`config.mk`:
```
export PLATFORM = sky130hd
export DESIGN_NAME = logical_device_config_regs
export DESIGN_NICKNAME = d
export VERILOG_FILES = /design/src/rtl/ldcfg_pkg.sv /design/src/rtl/logical_device_config_regs.sv /design/src/rtl/pp_irq_shaper.sv
export SDC_FILE = /design/constraint.sdc
export NUM_CORES = 1
export LEC_CHECK = 0
export ABC_AREA = 1
export BUFFER_PORTS_ARGS = -buffer_cell sky130_fd_sc_hd__buf_2
export CORE_MARGIN = 2
export CORE_UTILIZATION = 44
export CTS_CLUSTER_SIZE = 20
export DETAILED_ROUTE_END_ITERATION = 16
export PLACE_DENSITY_LB_ADDON = 0.15
export SETUP_SLACK_MARGIN = 0.02
export SLEW_MARGIN = 10
export SYNTH_ARGS = -nofsm -noshare
export SYNTH_HDL_FRONTEND = slang
export SYNTH_SLANG_ARGS = --single-unit
export TNS_END_PERCENT = 10
```
`constraint.sdc`:
```
create_clock -name clock_in -period 1.48 [get_ports clock_in]
set_input_delay 0.148 -clock clock_in [delete_from_list [all_inputs] [get_ports clock_in]]
set_output_delay 0.148 -clock clock_in [all_outputs]
set_load 0.02 [all_outputs]
```
`src/rtl/ldcfg_pkg.sv`:
```
// Purpose: Shared constants for the logical device configuration bank
// Assumes: Wishbone byte addresses, one 32-bit word per register
// Notes:   Logical device number selects the bank, index selects register
package ldcfg_pkg;
	// Logical device numbers
	localparam logic [7:0] LDN_FLOPPY   = 8'h00;
	localparam logic [7:0] LDN_DISK1    = 8'h01;
	localparam logic [7:0] LDN_DISK2    = 8'h02;
	localparam logic [7:0] LDN_PARALLEL = 8'h03;
	localparam logic [7:0] LDN_SERIAL1  = 8'h04;
	// Register indices
	localparam logic [7:0] IDX_MODE     = 8'hF0;
	localparam logic [7:0] IDX_OPTION   = 8'hF1;
	localparam logic [7:0] IDX_TYPE     = 8'hF2;
	localparam logic [7:0] IDX_RSVD     = 8'hF3;
	localparam logic [7:0] IDX_DRIVE0   = 8'hF4;
	localparam logic [7:0] IDX_DRIVE1   = 8'hF5;
	// Bus words: logical device select and wide addressing control
	localparam logic [7:0] IDX_LDN_SEL  = 8'h07;
	localparam logic [7:0] IDX_CTRL     = 8'h08;
	// Reset values
	localparam logic [7:0] RST_FLOPPY_MODE   = 8'h0E;
	localparam logic [7:0] RST_FLOPPY_OPTION = 8'h00;
	localparam logic [7:0] RST_FLOPPY_TYPE   = 8'hFF;
	localparam logic [7:0] RST_DRIVE         = 8'h00;
	localparam logic [7:0] RST_DISK2_MODE    = 8'h00;
	localparam logic [7:0] RST_DISK1_MODE    = 8'h00;
	localparam logic [7:0] RST_PP_MODE       = 8'h3C;
	localparam logic [7:0] RST_SERIAL1_MODE  = 8'h00;
	localparam logic [7:0] RST_CTRL          = 8'h00;
	// Writable masks
	localparam logic [7:0] MASK_OPTION  = 8'hFC;
	localparam logic [7:0] MASK_DRIVE   = 8'h5B;
	localparam logic [7:0] MASK_DISK2   = 8'h01;
	localparam logic [7:0] MASK_SERIAL1 = 8'h03;
	localparam logic [7:0] MASK_CTRL    = 8'h03;
	// Control word fields
	localparam int CTRL_DISK2_ACTIVE = 0;
	localparam int CTRL_WIDE_ADDR    = 1;
	// Parallel port modes
	localparam logic [2:0] PP_PRINTER = 3'h4;
	localparam logic [2:0] PP_SPP     = 3'h0;
	localparam logic [2:0] PP_EPP19   = 3'h1;
	localparam logic [2:0] PP_EPP17   = 3'h5;
	localparam logic [2:0] PP_ECP     = 3'h2;
	localparam logic [2:0] PP_ECP19   = 3'h3;
	localparam logic [2:0] PP_ECP17   = 3'h7;
	// Field positions
	localparam int PP_INT_TYPE = 7;
	localparam int DENS_LO     = 2;
	localparam int BOOT_LO     = 6;
	localparam int PP_THR_LO   = 3;
	// Length of pulsed parallel port interrupt, cycles
	localparam int PP_PULSE_CYCLES = 2;
endpackage : ldcfg_pkg

```
`src/rtl/logical_device_config_regs.sv`:
```
// Purpose: Vendor configuration registers of several logical devices
// Assumes: Classic Wishbone slave, one wait state, hard reset on srst_in
// Notes:   Word 0x07 selects logical device, index = adr[9:2]
//
// Local design decision: the Wishbone slave port.
`timescale 1ns/1ps
// Overview of operation
// - Only hard reset restores defaults
// - Floppy mode at F0, resets 0E
// - Density field forces output one or zero
// - Floppy option at F1, resets zero
// - Boot drive field selects drive
// - Drive type register F2 resets FF
// - Index F3 reads zero always
// - Drive0 settings F4, holes read zero
// - Drive1 settings mirror drive0 layout
// - First channel uses first buffer enable
// - Second channel buffer enable steering bit
// - Active channel pins outputs, else float
// - Wide addressing turns inactive channel pins into SA13-15
// - Parallel port mode field codes
// - FIFO threshold default, register 3C
// - Pulsed low interrupt then float
// - Interrupt follows ack or level
// - Type bit ignored in plain modes
// - Serial MIDI enable bit zero
// - Serial high speed bit one
module logical_device_config_regs (
	// Clock and hard reset
	input  wire logic        clock_in,
	input  wire logic        srst_in,
	// Wishbone slave
	input  wire logic        wb_cyc_in,
	input  wire logic        wb_stb_in,
	input  wire logic        wb_we_in,
	input  wire logic [31:0] wb_adr_in,
	input  wire logic [3:0]  wb_sel_in,
	input  wire logic [31:0] wb_dat_in,
	output logic [31:0]      wb_dat_out,
	output logic             wb_ack_out,
	// Floppy controls
	input  wire logic        density_in,
	output logic             density_out,
	output logic [1:0]       boot_drive_out,
	output logic             boot_valid_out,
	output logic [1:0]       drive_a_type_out,
	output logic [1:0]       drive_b_type_out,
	output logic [7:0]       drive0_settings_out,
	output logic [7:0]       drive1_settings_out,
	// Disk buffer enables
	input  wire logic        disk1_access_in,
	input  wire logic        disk2_access_in,
	output logic             disk_primary_buffer_enable_out,
	output logic             disk_secondary_buffer_enable_out,
	// Second channel pins
	input  wire logic [1:0]  disk2_cs_req_in,
	input  wire logic        disk2_chip_select_a_in,
	input  wire logic        disk2_chip_select_b_in,
	input  wire logic        disk2_interrupt_pin_in,
	input  wire logic        chip_select_input_in,
	output logic             disk2_chip_select_a_out,
	output logic             disk2_chip_select_a_oe_out,
	output logic             disk2_chip_select_b_out,
	output logic             disk2_chip_select_b_oe_out,
	output logic             disk2_irq_out,
	output logic [3:0]       high_addr_out,
	output logic             high_addr_valid_out,
	// Parallel port
	input  wire logic        pp_ack_in,
	input  wire logic        pp_level_req_in,
	output logic [2:0]       pp_mode_out,
	output logic [3:0]       pp_fifo_threshold_out,
	output logic             pp_irq_out,
	output logic             pp_irq_oe_out,
	// Serial port 1
	output logic             serial1_midi_out,
	output logic             serial1_high_speed_out
);
	typedef struct packed {
		logic [7:0] ldn;
		logic [7:0] ctrl;
		logic [7:0] fmode;
		logic [7:0] fopt;
		logic [7:0] ftype;
		logic [7:0] drv0;
		logic [7:0] drv1;
		logic [7:0] d1mode;
		logic [7:0] d2mode;
		logic [7:0] ppmode;
		logic [7:0] s1mode;
		logic       ack;
		logic [31:0] rdata;
		logic       dens;
		logic       pbuf;
		logic       sbuf;
	} regs_t;
	regs_t r;
	regs_t next_r;
	logic [7:0] idx;
	logic [7:0] wv;
	logic       req;
	logic       wr;
	logic [7:0] rd;
	logic       d2_active;
	logic       wide;
	logic [1:0] dsel;

	assign idx       = wb_adr_in[9:2];
	assign wv        = wb_dat_in[7:0];
	assign req       = wb_cyc_in & wb_stb_in & ~r.ack;
	assign wr        = req & wb_we_in & wb_sel_in[0];
	assign d2_active = r.ctrl[ldcfg_pkg::CTRL_DISK2_ACTIVE];
	assign wide      = r.ctrl[ldcfg_pkg::CTRL_WIDE_ADDR];
	assign dsel      = r.fopt[ldcfg_pkg::DENS_LO +: 2];

	// Read mux; unmapped indices and holes return zero
	always_comb begin
		rd = 8'h00;
		if (idx == ldcfg_pkg::IDX_LDN_SEL) begin
			rd = r.ldn;
		end else if (idx == ldcfg_pkg::IDX_CTRL) begin
			rd = r.ctrl;
		end else begin
			case (r.ldn)
				ldcfg_pkg::LDN_FLOPPY: begin
					case (idx)
						ldcfg_pkg::IDX_MODE:   rd = r.fmode;
						ldcfg_pkg::IDX_OPTION: rd = r.fopt;
						ldcfg_pkg::IDX_TYPE:   rd = r.ftype;
						ldcfg_pkg::IDX_RSVD:   rd = 8'h00;
						ldcfg_pkg::IDX_DRIVE0: rd = r.drv0;
						ldcfg_pkg::IDX_DRIVE1: rd = r.drv1;
						default:               rd = 8'h00;
					endcase
				end
				ldcfg_pkg::LDN_DISK1: begin
					if (idx == ldcfg_pkg::IDX_MODE) begin
						rd = r.d1mode;
					end
				end
				ldcfg_pkg::LDN_DISK2: begin
					if (idx == ldcfg_pkg::IDX_MODE) begin
						rd = r.d2mode;
					end
				end
				ldcfg_pkg::LDN_PARALLEL: begin
					if (idx == ldcfg_pkg::IDX_MODE) begin
						rd = r.ppmode;
					end
				end
				ldcfg_pkg::LDN_SERIAL1: begin
					if (idx == ldcfg_pkg::IDX_MODE) begin
						rd = r.s1mode;
					end
				end
				default: rd = 8'h00;
			endcase
		end
	end

	// Writes are masked so reserved holes can never be set
	always_comb begin
		next_r = r;
		next_r.ack = req;
		next_r.rdata = {24'h000000, rd};
		if (wr) begin
			if (idx == ldcfg_pkg::IDX_LDN_SEL) begin
				next_r.ldn = wv;
			end else if (idx == ldcfg_pkg::IDX_CTRL) begin
				next_r.ctrl = wv & ldcfg_pkg::MASK_CTRL;
			end else begin
				case (r.ldn)
					ldcfg_pkg::LDN_FLOPPY: begin
						case (idx)
							ldcfg_pkg::IDX_MODE:   next_r.fmode = wv;
							ldcfg_pkg::IDX_OPTION: begin
								next_r.fopt = wv & ldcfg_pkg::MASK_OPTION;
							end
							ldcfg_pkg::IDX_TYPE:   next_r.ftype = wv;
							ldcfg_pkg::IDX_DRIVE0: begin
								next_r.drv0 = wv & ldcfg_pkg::MASK_DRIVE;
							end
							ldcfg_pkg::IDX_DRIVE1: begin
								next_r.drv1 = wv & ldcfg_pkg::MASK_DRIVE;
							end
							default: next_r.fmode = r.fmode;
						endcase
					end
					ldcfg_pkg::LDN_DISK1: begin
						if (idx == ldcfg_pkg::IDX_MODE) begin
							next_r.d1mode = wv;
						end
					end
					ldcfg_pkg::LDN_DISK2: begin
						if (idx == ldcfg_pkg::IDX_MODE) begin
							next_r.d2mode = wv & ldcfg_pkg::MASK_DISK2;
						end
					end
					ldcfg_pkg::LDN_PARALLEL: begin
						if (idx == ldcfg_pkg::IDX_MODE) begin
							next_r.ppmode = wv;
						end
					end
					ldcfg_pkg::LDN_SERIAL1: begin
						if (idx == ldcfg_pkg::IDX_MODE) begin
							next_r.s1mode = wv & ldcfg_pkg::MASK_SERIAL1;
						end
					end
					default: next_r.ldn = r.ldn;
				endcase
			end
		end
		// Density override: 10 forces one, 11 forces zero
		next_r.dens = dsel[1] ? ~dsel[0] : density_in;
		// Buffer steering; channel one always drives the primary enable
		next_r.pbuf = disk1_access_in | (r.d2mode[0] & disk2_access_in);
		next_r.sbuf = ~r.d2mode[0] & disk2_access_in;
	end

	// Only the hard reset reaches this bank; soft reset is not an input
	always_ff @(posedge clock_in) begin
		if (srst_in) begin
			r        <= '0;
			r.fmode  <= ldcfg_pkg::RST_FLOPPY_MODE;
			r.fopt   <= ldcfg_pkg::RST_FLOPPY_OPTION;
			r.ftype  <= ldcfg_pkg::RST_FLOPPY_TYPE;
			r.drv0   <= ldcfg_pkg::RST_DRIVE;
			r.drv1   <= ldcfg_pkg::RST_DRIVE;
			r.d1mode <= ldcfg_pkg::RST_DISK1_MODE;
			r.d2mode <= ldcfg_pkg::RST_DISK2_MODE;
			r.ppmode <= ldcfg_pkg::RST_PP_MODE;
			r.s1mode <= ldcfg_pkg::RST_SERIAL1_MODE;
			r.ctrl   <= ldcfg_pkg::RST_CTRL;
		end else begin
			r <= next_r;
		end
	end

	// Bus answers
	assign wb_ack_out = r.ack;
	assign wb_dat_out = r.rdata;

	// Floppy outputs
	assign density_out         = r.dens;
	assign boot_drive_out      = r.fopt[ldcfg_pkg::BOOT_LO +: 2];
	assign boot_valid_out      = ~r.fopt[7];
	assign drive_a_type_out    = r.ftype[1:0];
	assign drive_b_type_out    = r.ftype[3:2];
	assign drive0_settings_out = r.drv0;
	assign drive1_settings_out = r.drv1;

	// Disk buffer enables
	assign disk_primary_buffer_enable_out   = r.pbuf;
	assign disk_secondary_buffer_enable_out = r.sbuf;

	// Second channel pin roles follow active and wide addressing bits
	assign disk2_chip_select_a_out    = ~disk2_cs_req_in[0];
	assign disk2_chip_select_b_out    = ~disk2_cs_req_in[1];
	assign disk2_chip_select_a_oe_out = d2_active;
	assign disk2_chip_select_b_oe_out = d2_active;
	assign disk2_irq_out = d2_active & disk2_interrupt_pin_in;
	// SA12 always comes from the chip select pin
	assign high_addr_out = {disk2_interrupt_pin_in, disk2_chip_select_b_in,
		disk2_chip_select_a_in, chip_select_input_in};
	assign high_addr_valid_out = ~d2_active & wide;

	// Parallel and serial fields
	assign pp_mode_out            = r.ppmode[2:0];
	assign pp_fifo_threshold_out  = r.ppmode[ldcfg_pkg::PP_THR_LO +: 4];
	assign serial1_midi_out       = r.s1mode[0];
	assign serial1_high_speed_out = r.s1mode[1];

	// Parallel port interrupt shaping
	pp_irq_shaper u_pp_irq (
		.clock_in     (clock_in),
		.srst_in      (srst_in),
		.pp_mode_in   (r.ppmode),
		.ack_in       (pp_ack_in),
		.level_req_in (pp_level_req_in),
		.irq_out      (pp_irq_out),
		.irq_oe_out   (pp_irq_oe_out)
	);

	property p_holes;
		@(posedge clock_in) disable iff (srst_in)
		r.drv0[2] == 1'b0 && r.drv0[5] == 1'b0 && r.drv0[7] == 1'b0
		&& r.drv1[7] == 1'b0 && r.fopt[1:0] == 2'h0;
	endproperty
	a_holes: assert property (p_holes)
		else $error("reserved bit set");
	property p_rsvd_read;
		@(posedge clock_in) disable iff (srst_in)
		req && r.ldn == 8'h00 && idx == 8'hF3 |=> wb_ack_out && wb_dat_out == 0;
	endproperty
	a_rsvd_read: assert property (p_rsvd_read)
		else $error("reserved index read nonzero");
	property p_reset_vals;
		@(posedge clock_in) srst_in |=> r.fmode == 8'h0E && r.ftype == 8'hFF
		&& r.ppmode == 8'h3C && r.fopt == 8'h00;
	endproperty
	a_reset_vals: assert property (p_reset_vals)
		else $error("reset value wrong");
	property p_dens;
		@(posedge clock_in) disable iff (srst_in)
		dsel == 2'h3 |=> !density_out;
	endproperty
	a_dens: assert property (p_dens)
		else $error("density not forced low");
	property p_float;
		@(posedge clock_in) disable iff (srst_in)
		!d2_active |-> !disk2_chip_select_a_oe_out && !disk2_irq_out;
	endproperty
	a_float: assert property (p_float)
		else $error("inactive channel driving");
	property p_steer;
		@(posedge clock_in) disable iff (srst_in)
		r.d2mode[0] |=> !disk_secondary_buffer_enable_out;
	endproperty
	a_steer: assert property (p_steer)
		else $error("secondary enable used while steered");
	property p_ack_once;
		@(posedge clock_in) disable iff (srst_in)
		wb_ack_out |=> !wb_ack_out;
	endproperty
	a_ack_once: assert property (p_ack_once)
		else $error("ack held two cycles");
	property p_s1;
		@(posedge clock_in) disable iff (srst_in)
		wr && r.ldn == 8'h04 && idx == 8'hF0
		|=> r.s1mode == {6'h00, $past(wv[1:0])};
	endproperty
	a_s1: assert property (p_s1)
		else $error("serial mode write wrong");
	property p_primary;
		@(posedge clock_in) disable iff (srst_in)
		disk1_access_in |=> disk_primary_buffer_enable_out;
	endproperty
	a_primary: assert property (p_primary)
		else $error("first channel buffer not enabled");
	property p_type_write;
		@(posedge clock_in) disable iff (srst_in)
		wr && r.ldn == 8'h00 && idx == 8'hF2 |=> r.ftype == $past(wv);
	endproperty
	a_type_write: assert property (p_type_write)
		else $error("drive type write lost");
endmodule : logical_device_config_regs

```
`src/rtl/pp_irq_shaper.sv`:
```
// Purpose: Shapes the parallel port interrupt from the mode register
// Assumes: Acknowledge and level request inputs synchronous to clock_in
// Notes:   Pulsed style drives low briefly then floats the pin
`timescale 1ns/1ps
module pp_irq_shaper (
	// Clock and reset
	input  wire logic       clock_in,
	input  wire logic       srst_in,
	// Configuration
	input  wire logic [7:0] pp_mode_in,
	// Sources
	input  wire logic       ack_in,
	input  wire logic       level_req_in,
	// Pin
	output logic            irq_out,
	output logic            irq_oe_out
);
	typedef struct packed {
		logic       ack_d;
		logic [1:0] cnt;
		logic       irq;
		logic       oe;
	} shp_t;
	shp_t st;
	shp_t next_st;
	logic [2:0] md;
	logic       ecp_sub;
	logic       edge_ack;

	assign md       = pp_mode_in[2:0];
	assign ecp_sub  = md[1];
	assign edge_ack = ack_in & ~st.ack_d;

	// Style follows interrupt-type bit except in the two plain modes
	always_comb begin
		next_st = st;
		next_st.ack_d = ack_in;
		if (md == ldcfg_pkg::PP_PRINTER || md == ldcfg_pkg::PP_SPP) begin
			next_st.irq = ack_in;
			next_st.oe  = 1'b1;
			next_st.cnt = 2'h0;
		end else if (pp_mode_in[ldcfg_pkg::PP_INT_TYPE]) begin
			if (edge_ack) begin
				next_st.cnt = 2'(ldcfg_pkg::PP_PULSE_CYCLES);
			end else if (st.cnt != 2'h0) begin
				next_st.cnt = st.cnt - 2'h1;
			end
			next_st.irq = 1'b0;
			next_st.oe  = edge_ack | (st.cnt > 2'h1);
		end else begin
			next_st.irq = ecp_sub ? level_req_in : ack_in;
			next_st.oe  = 1'b1;
			next_st.cnt = 2'h0;
		end
	end

	// Outputs come straight from the flops
	always_ff @(posedge clock_in) begin
		if (srst_in) begin
			st <= '0;
		end else begin
			st <= next_st;
		end
	end
	assign irq_out    = st.irq;
	assign irq_oe_out = st.oe;

	// Checked one cycle on, so a mode change never trips it
	property p_pulse_low;
		@(posedge clock_in) disable iff (srst_in)
		pp_mode_in[7] && md != 3'h4 && md != 3'h0 |=> !irq_out;
	endproperty
	a_pulse_low: assert property (p_pulse_low)
		else $error("pulsed interrupt not low");
	property p_plain;
		@(posedge clock_in) disable iff (srst_in)
		!srst_in && (md == 3'h4 || md == 3'h0)
		##1 (md == 3'h4 || md == 3'h0)
		|-> irq_oe_out && irq_out == $past(ack_in);
	endproperty
	a_plain: assert property (p_plain)
		else $error("plain mode interrupt wrong");
endmodule : pp_irq_shaper

```
==> reports/qor.txt <==
Avg WL per Cell -> 13.22 µm
GPL Wtd Cong -> 0.8460
P_leak -> 2.298 nW
Stages on worst setup path -> 10
Post-synth top cells -> nand2_1, dfxtp_1, buf_4
layout cells sized above 1 -> 0.2704
Final min period -> 1477 ps
Worst-Skew Late Latency -> 360 ps
Placed Instances -> 772
Area after DPL -> 0.004496 mm²
most common cell in the synthesized netlist -> nand2_1
fin nets -> 742
synthesis-to-layout area growth -> 16.47%
CTS tree -> built
Die X -> 101.6 µm
asr flop ratio synth -> 0
full die area -> 0.01033 mm²
Hold Crit Class -> input port to register
H-tree depth -> 3
Max Slew Vio Count -> 0
syn avg cell area -> 7.059 µm²
Post-synth EDFFs -> 0
critical-path maximum fanout -> 5
critical path required time -> 1770 ps
mapped cell area -> 0.004193 mm²
Iteration-0 DRC Markers -> 190
post-DP HPWL -> 7.557 mm
register area share after synthesis -> 0.3724
final hold vios -> 0
Ports -> 164
Reg clk slew, reported paths -> 80 ps
Worst VDD drop -> 0.4960 mV
Min Hold Slack -> 11.46 ps
final core utilization -> 0.5285
clock buffer depth -> 2
fmax -> 677.2 MHz
cell taking the most area after synthesis -> dfxtp_1
Crit Path Category -> register to register
pwr/cell area -> 902.4 mW/mm²
non-filler cells, final -> 791
filler instances -> 947
share of the synthesized area in the top cell type -> 0.3724
DRC Markers -> 0
status -> complete, no violations
pin count of the biggest net entering global routing -> 41
row cnt -> 35
via count -> 3745
slowest stage cell, crit path -> dfxtp_1
critical path, cell by cell -> inv_1 -> nand2_2 -> nor2_4 -> nand2_2 -> nor2_4 -> nand2_2 -> nor2_4 -> buf_4 -> nand3_1 -> a21oi_1
largest cells by area after synthesis -> dfxtp_1, nand2_1, buf_4
CP peak stage delay -> 310 ps
hold depth -> 3
Setup violations, final -> 0
CTS Root Cell -> clkbuf_8
initial antenna violation count -> 0
Setup Skew -> 7.363 ps
Crit path buffers/inverters -> 2
antenna diode count -> 0
Via density -> 4.735
Core ar. -> 0.009240 mm²
first-pass GRT wire length -> 16.50 mm
post-synth cell types -> 31
Final TNS setup -> 0 ps
DIE HEIGHT -> 101.6 µm
Total GRT Usage -> 0.2059
# port buffers -> 76
FF-to-FF path depth -> 10
element type at the critical path end -> register
arrival time at the worst endpoint -> 1770 ps
router iterations before antenna repair -> 5
MaxCap Viol Count -> 0
final antenna-violating net count -> 0
Setup crit start kind -> register
final WL -> 10.46 mm
gr ovfl total -> 0
vias in the first global route -> 3327
cts bufs inserted -> 9
reg2reg setup slack -> 3 ps
Crit path max-delay family -> simple AND/OR/NAND/NOR gates
Post-synth top flop -> dfxtp_1
clk sinks -> 78
Starting Density -> 0.4538
cells after synthesis -> 594
unrepaired setup endpoints after global routing -> true
Finished Cell Area -> 0.004883 mm²
Yosys warnings -> 0
Yosys reg bits -> 78
fin crit share -> 0.9977
final timing paths:
path / from / end
worst min register to register: u_pp_irq.st[2] / u_pp_irq.st[2]
worst min-delay path: pp_ack_in / u_pp_irq.st[4]
worst max register to register: r[122] / drive1_settings_out[1]
worst max-delay path: r[122] / drive1_settings_out[1]
worst register-to-register path: stages, from the launching register on:
cell and delay, ps:
dfxtp_1 310, inv_1 90, nand2_2 80, nor2_4 110, nand2_2 80, nor2_4 130
nand2_2 80, nor2_4 160, buf_4 160, nand3_1 60, a21oi_1 150
cell usage in the layout, fill, tap and decap left out, types with 2 or more instances in the layout:
cell       netlist  layout
a21oi_1         47      46
a21oi_2          3       4
buf_12           0       4
buf_2            5      76
buf_4           68      25
buf_6            2       4
bufinv_16        0       3
clkbuf_8         0      10
conb_1           1      30
dfxtp_1         78      72
dfxtp_2          0       6
inv_1           49      46
inv_2            4       6
inv_4            2       3
inv_6            0       2
nand2_1        160     156
nand2_2          8      11
nand2_4          1       2
nand3_1         67      67
nand4_1          6       6
nand4_4          3       4
nor2_1          32      31
nor2_2           2       2
nor2_4           7       8
nor2_8           2       2
nor3_1           7       4
nor3_2           0       3
o211ai_1         4       4
o21ai_0         17      15
sequential cells by signal (all words and copies together), names as in the netlist:
| name | count |
|---|---|
| u_pp_irq.irq_oe_out | 1 |
| dsel | 2 |
| drive0_settings_out | 5 |
| serial1_high_speed_out | 1 |
| u_pp_irq.st | 3 |
| r | 33 |
| drive1_settings_out | 5 |
| boot_drive_out | 2 |
| pp_mode_out | 3 |
| disk_primary_buffer_enable_out | 1 |
| drive_b_type_out | 2 |
| pp_fifo_threshold_out | 4 |
| serial1_midi_out | 1 |
| density_out | 1 |
| drive_a_type_out | 2 |
| u_pp_irq.irq_out | 1 |
| disk2_chip_select_a_oe_out | 1 |
| disk_secondary_buffer_enable_out | 1 |
| wb_dat_out | 8 |
| wb_ack_out | 1 |
layer usage:
layer,vias to the layer above,track usage,wire (µm)
met3,13,0.04279,689
li1,1932,-,-
met4,0,0.06029,144
met1,1669,0.2907,4942
met2,131,0.3168,4682
met5,-,0,0
per-stage QoR:
| stage | total power, mW | setup WS [ps] |
|---|---|---|
| 2_1_floorplan | 2.426 | 12.64 |
| 3_3_place_gp | 2.467 | -9.700 |
| 3_5_place_dp | 2.470 | -45.41 |
| 4_1_cts | 4.446 | -34.84 |
| 5_1_grt | 4.563 | -133.7 |
| 6_report | 4.407 | 3.391 |
power breakdown:
group,internal (mW),switching [mW],total [mW],leakage [nW]
logic,0.0799,0.242,0.322,1.55
registers,2.11,0.00292,2.11,0.634
clock network,1.16,0.812,1.98,0.119
final cells by class:
| class | count | area (µm²) | area share |
|---|---|---|---|
| Clock buffer | 10 | 137.6 | 0.02818 |
| Multi-Input combinational cell | 400 | 1966 | 0.4025 |
| Tap cell | 129 | 161.4 | 0.03305 |
| Clock inverter | 5 | 106.4 | 0.02178 |
| Inverter | 59 | 240.2 | 0.04919 |
| Sequential cell | 78 | 1569 | 0.3213 |
| Timing Repair Buffer | 110 | 703.2 | 0.1440 |
cells by family after synthesis:
logic type             share of synthesized area
and+or+nand+nor                           0.3354
buffers and inverters                     0.1976
DFF                                       0.3724
AOI/OAI and AO/OA                        0.09371
other                                  0.0008944
what timing repair did:
item                                    4_1_cts  5_1_grt
buffers inserted                              1        2
endpoints found under the setup margin       53       63
pin swaps                                     1       10
endpoints found under the hold margin         1        0
resized for setup                             3       32
hold buffers                                  1        0
(Power assumes the default switching activity.)
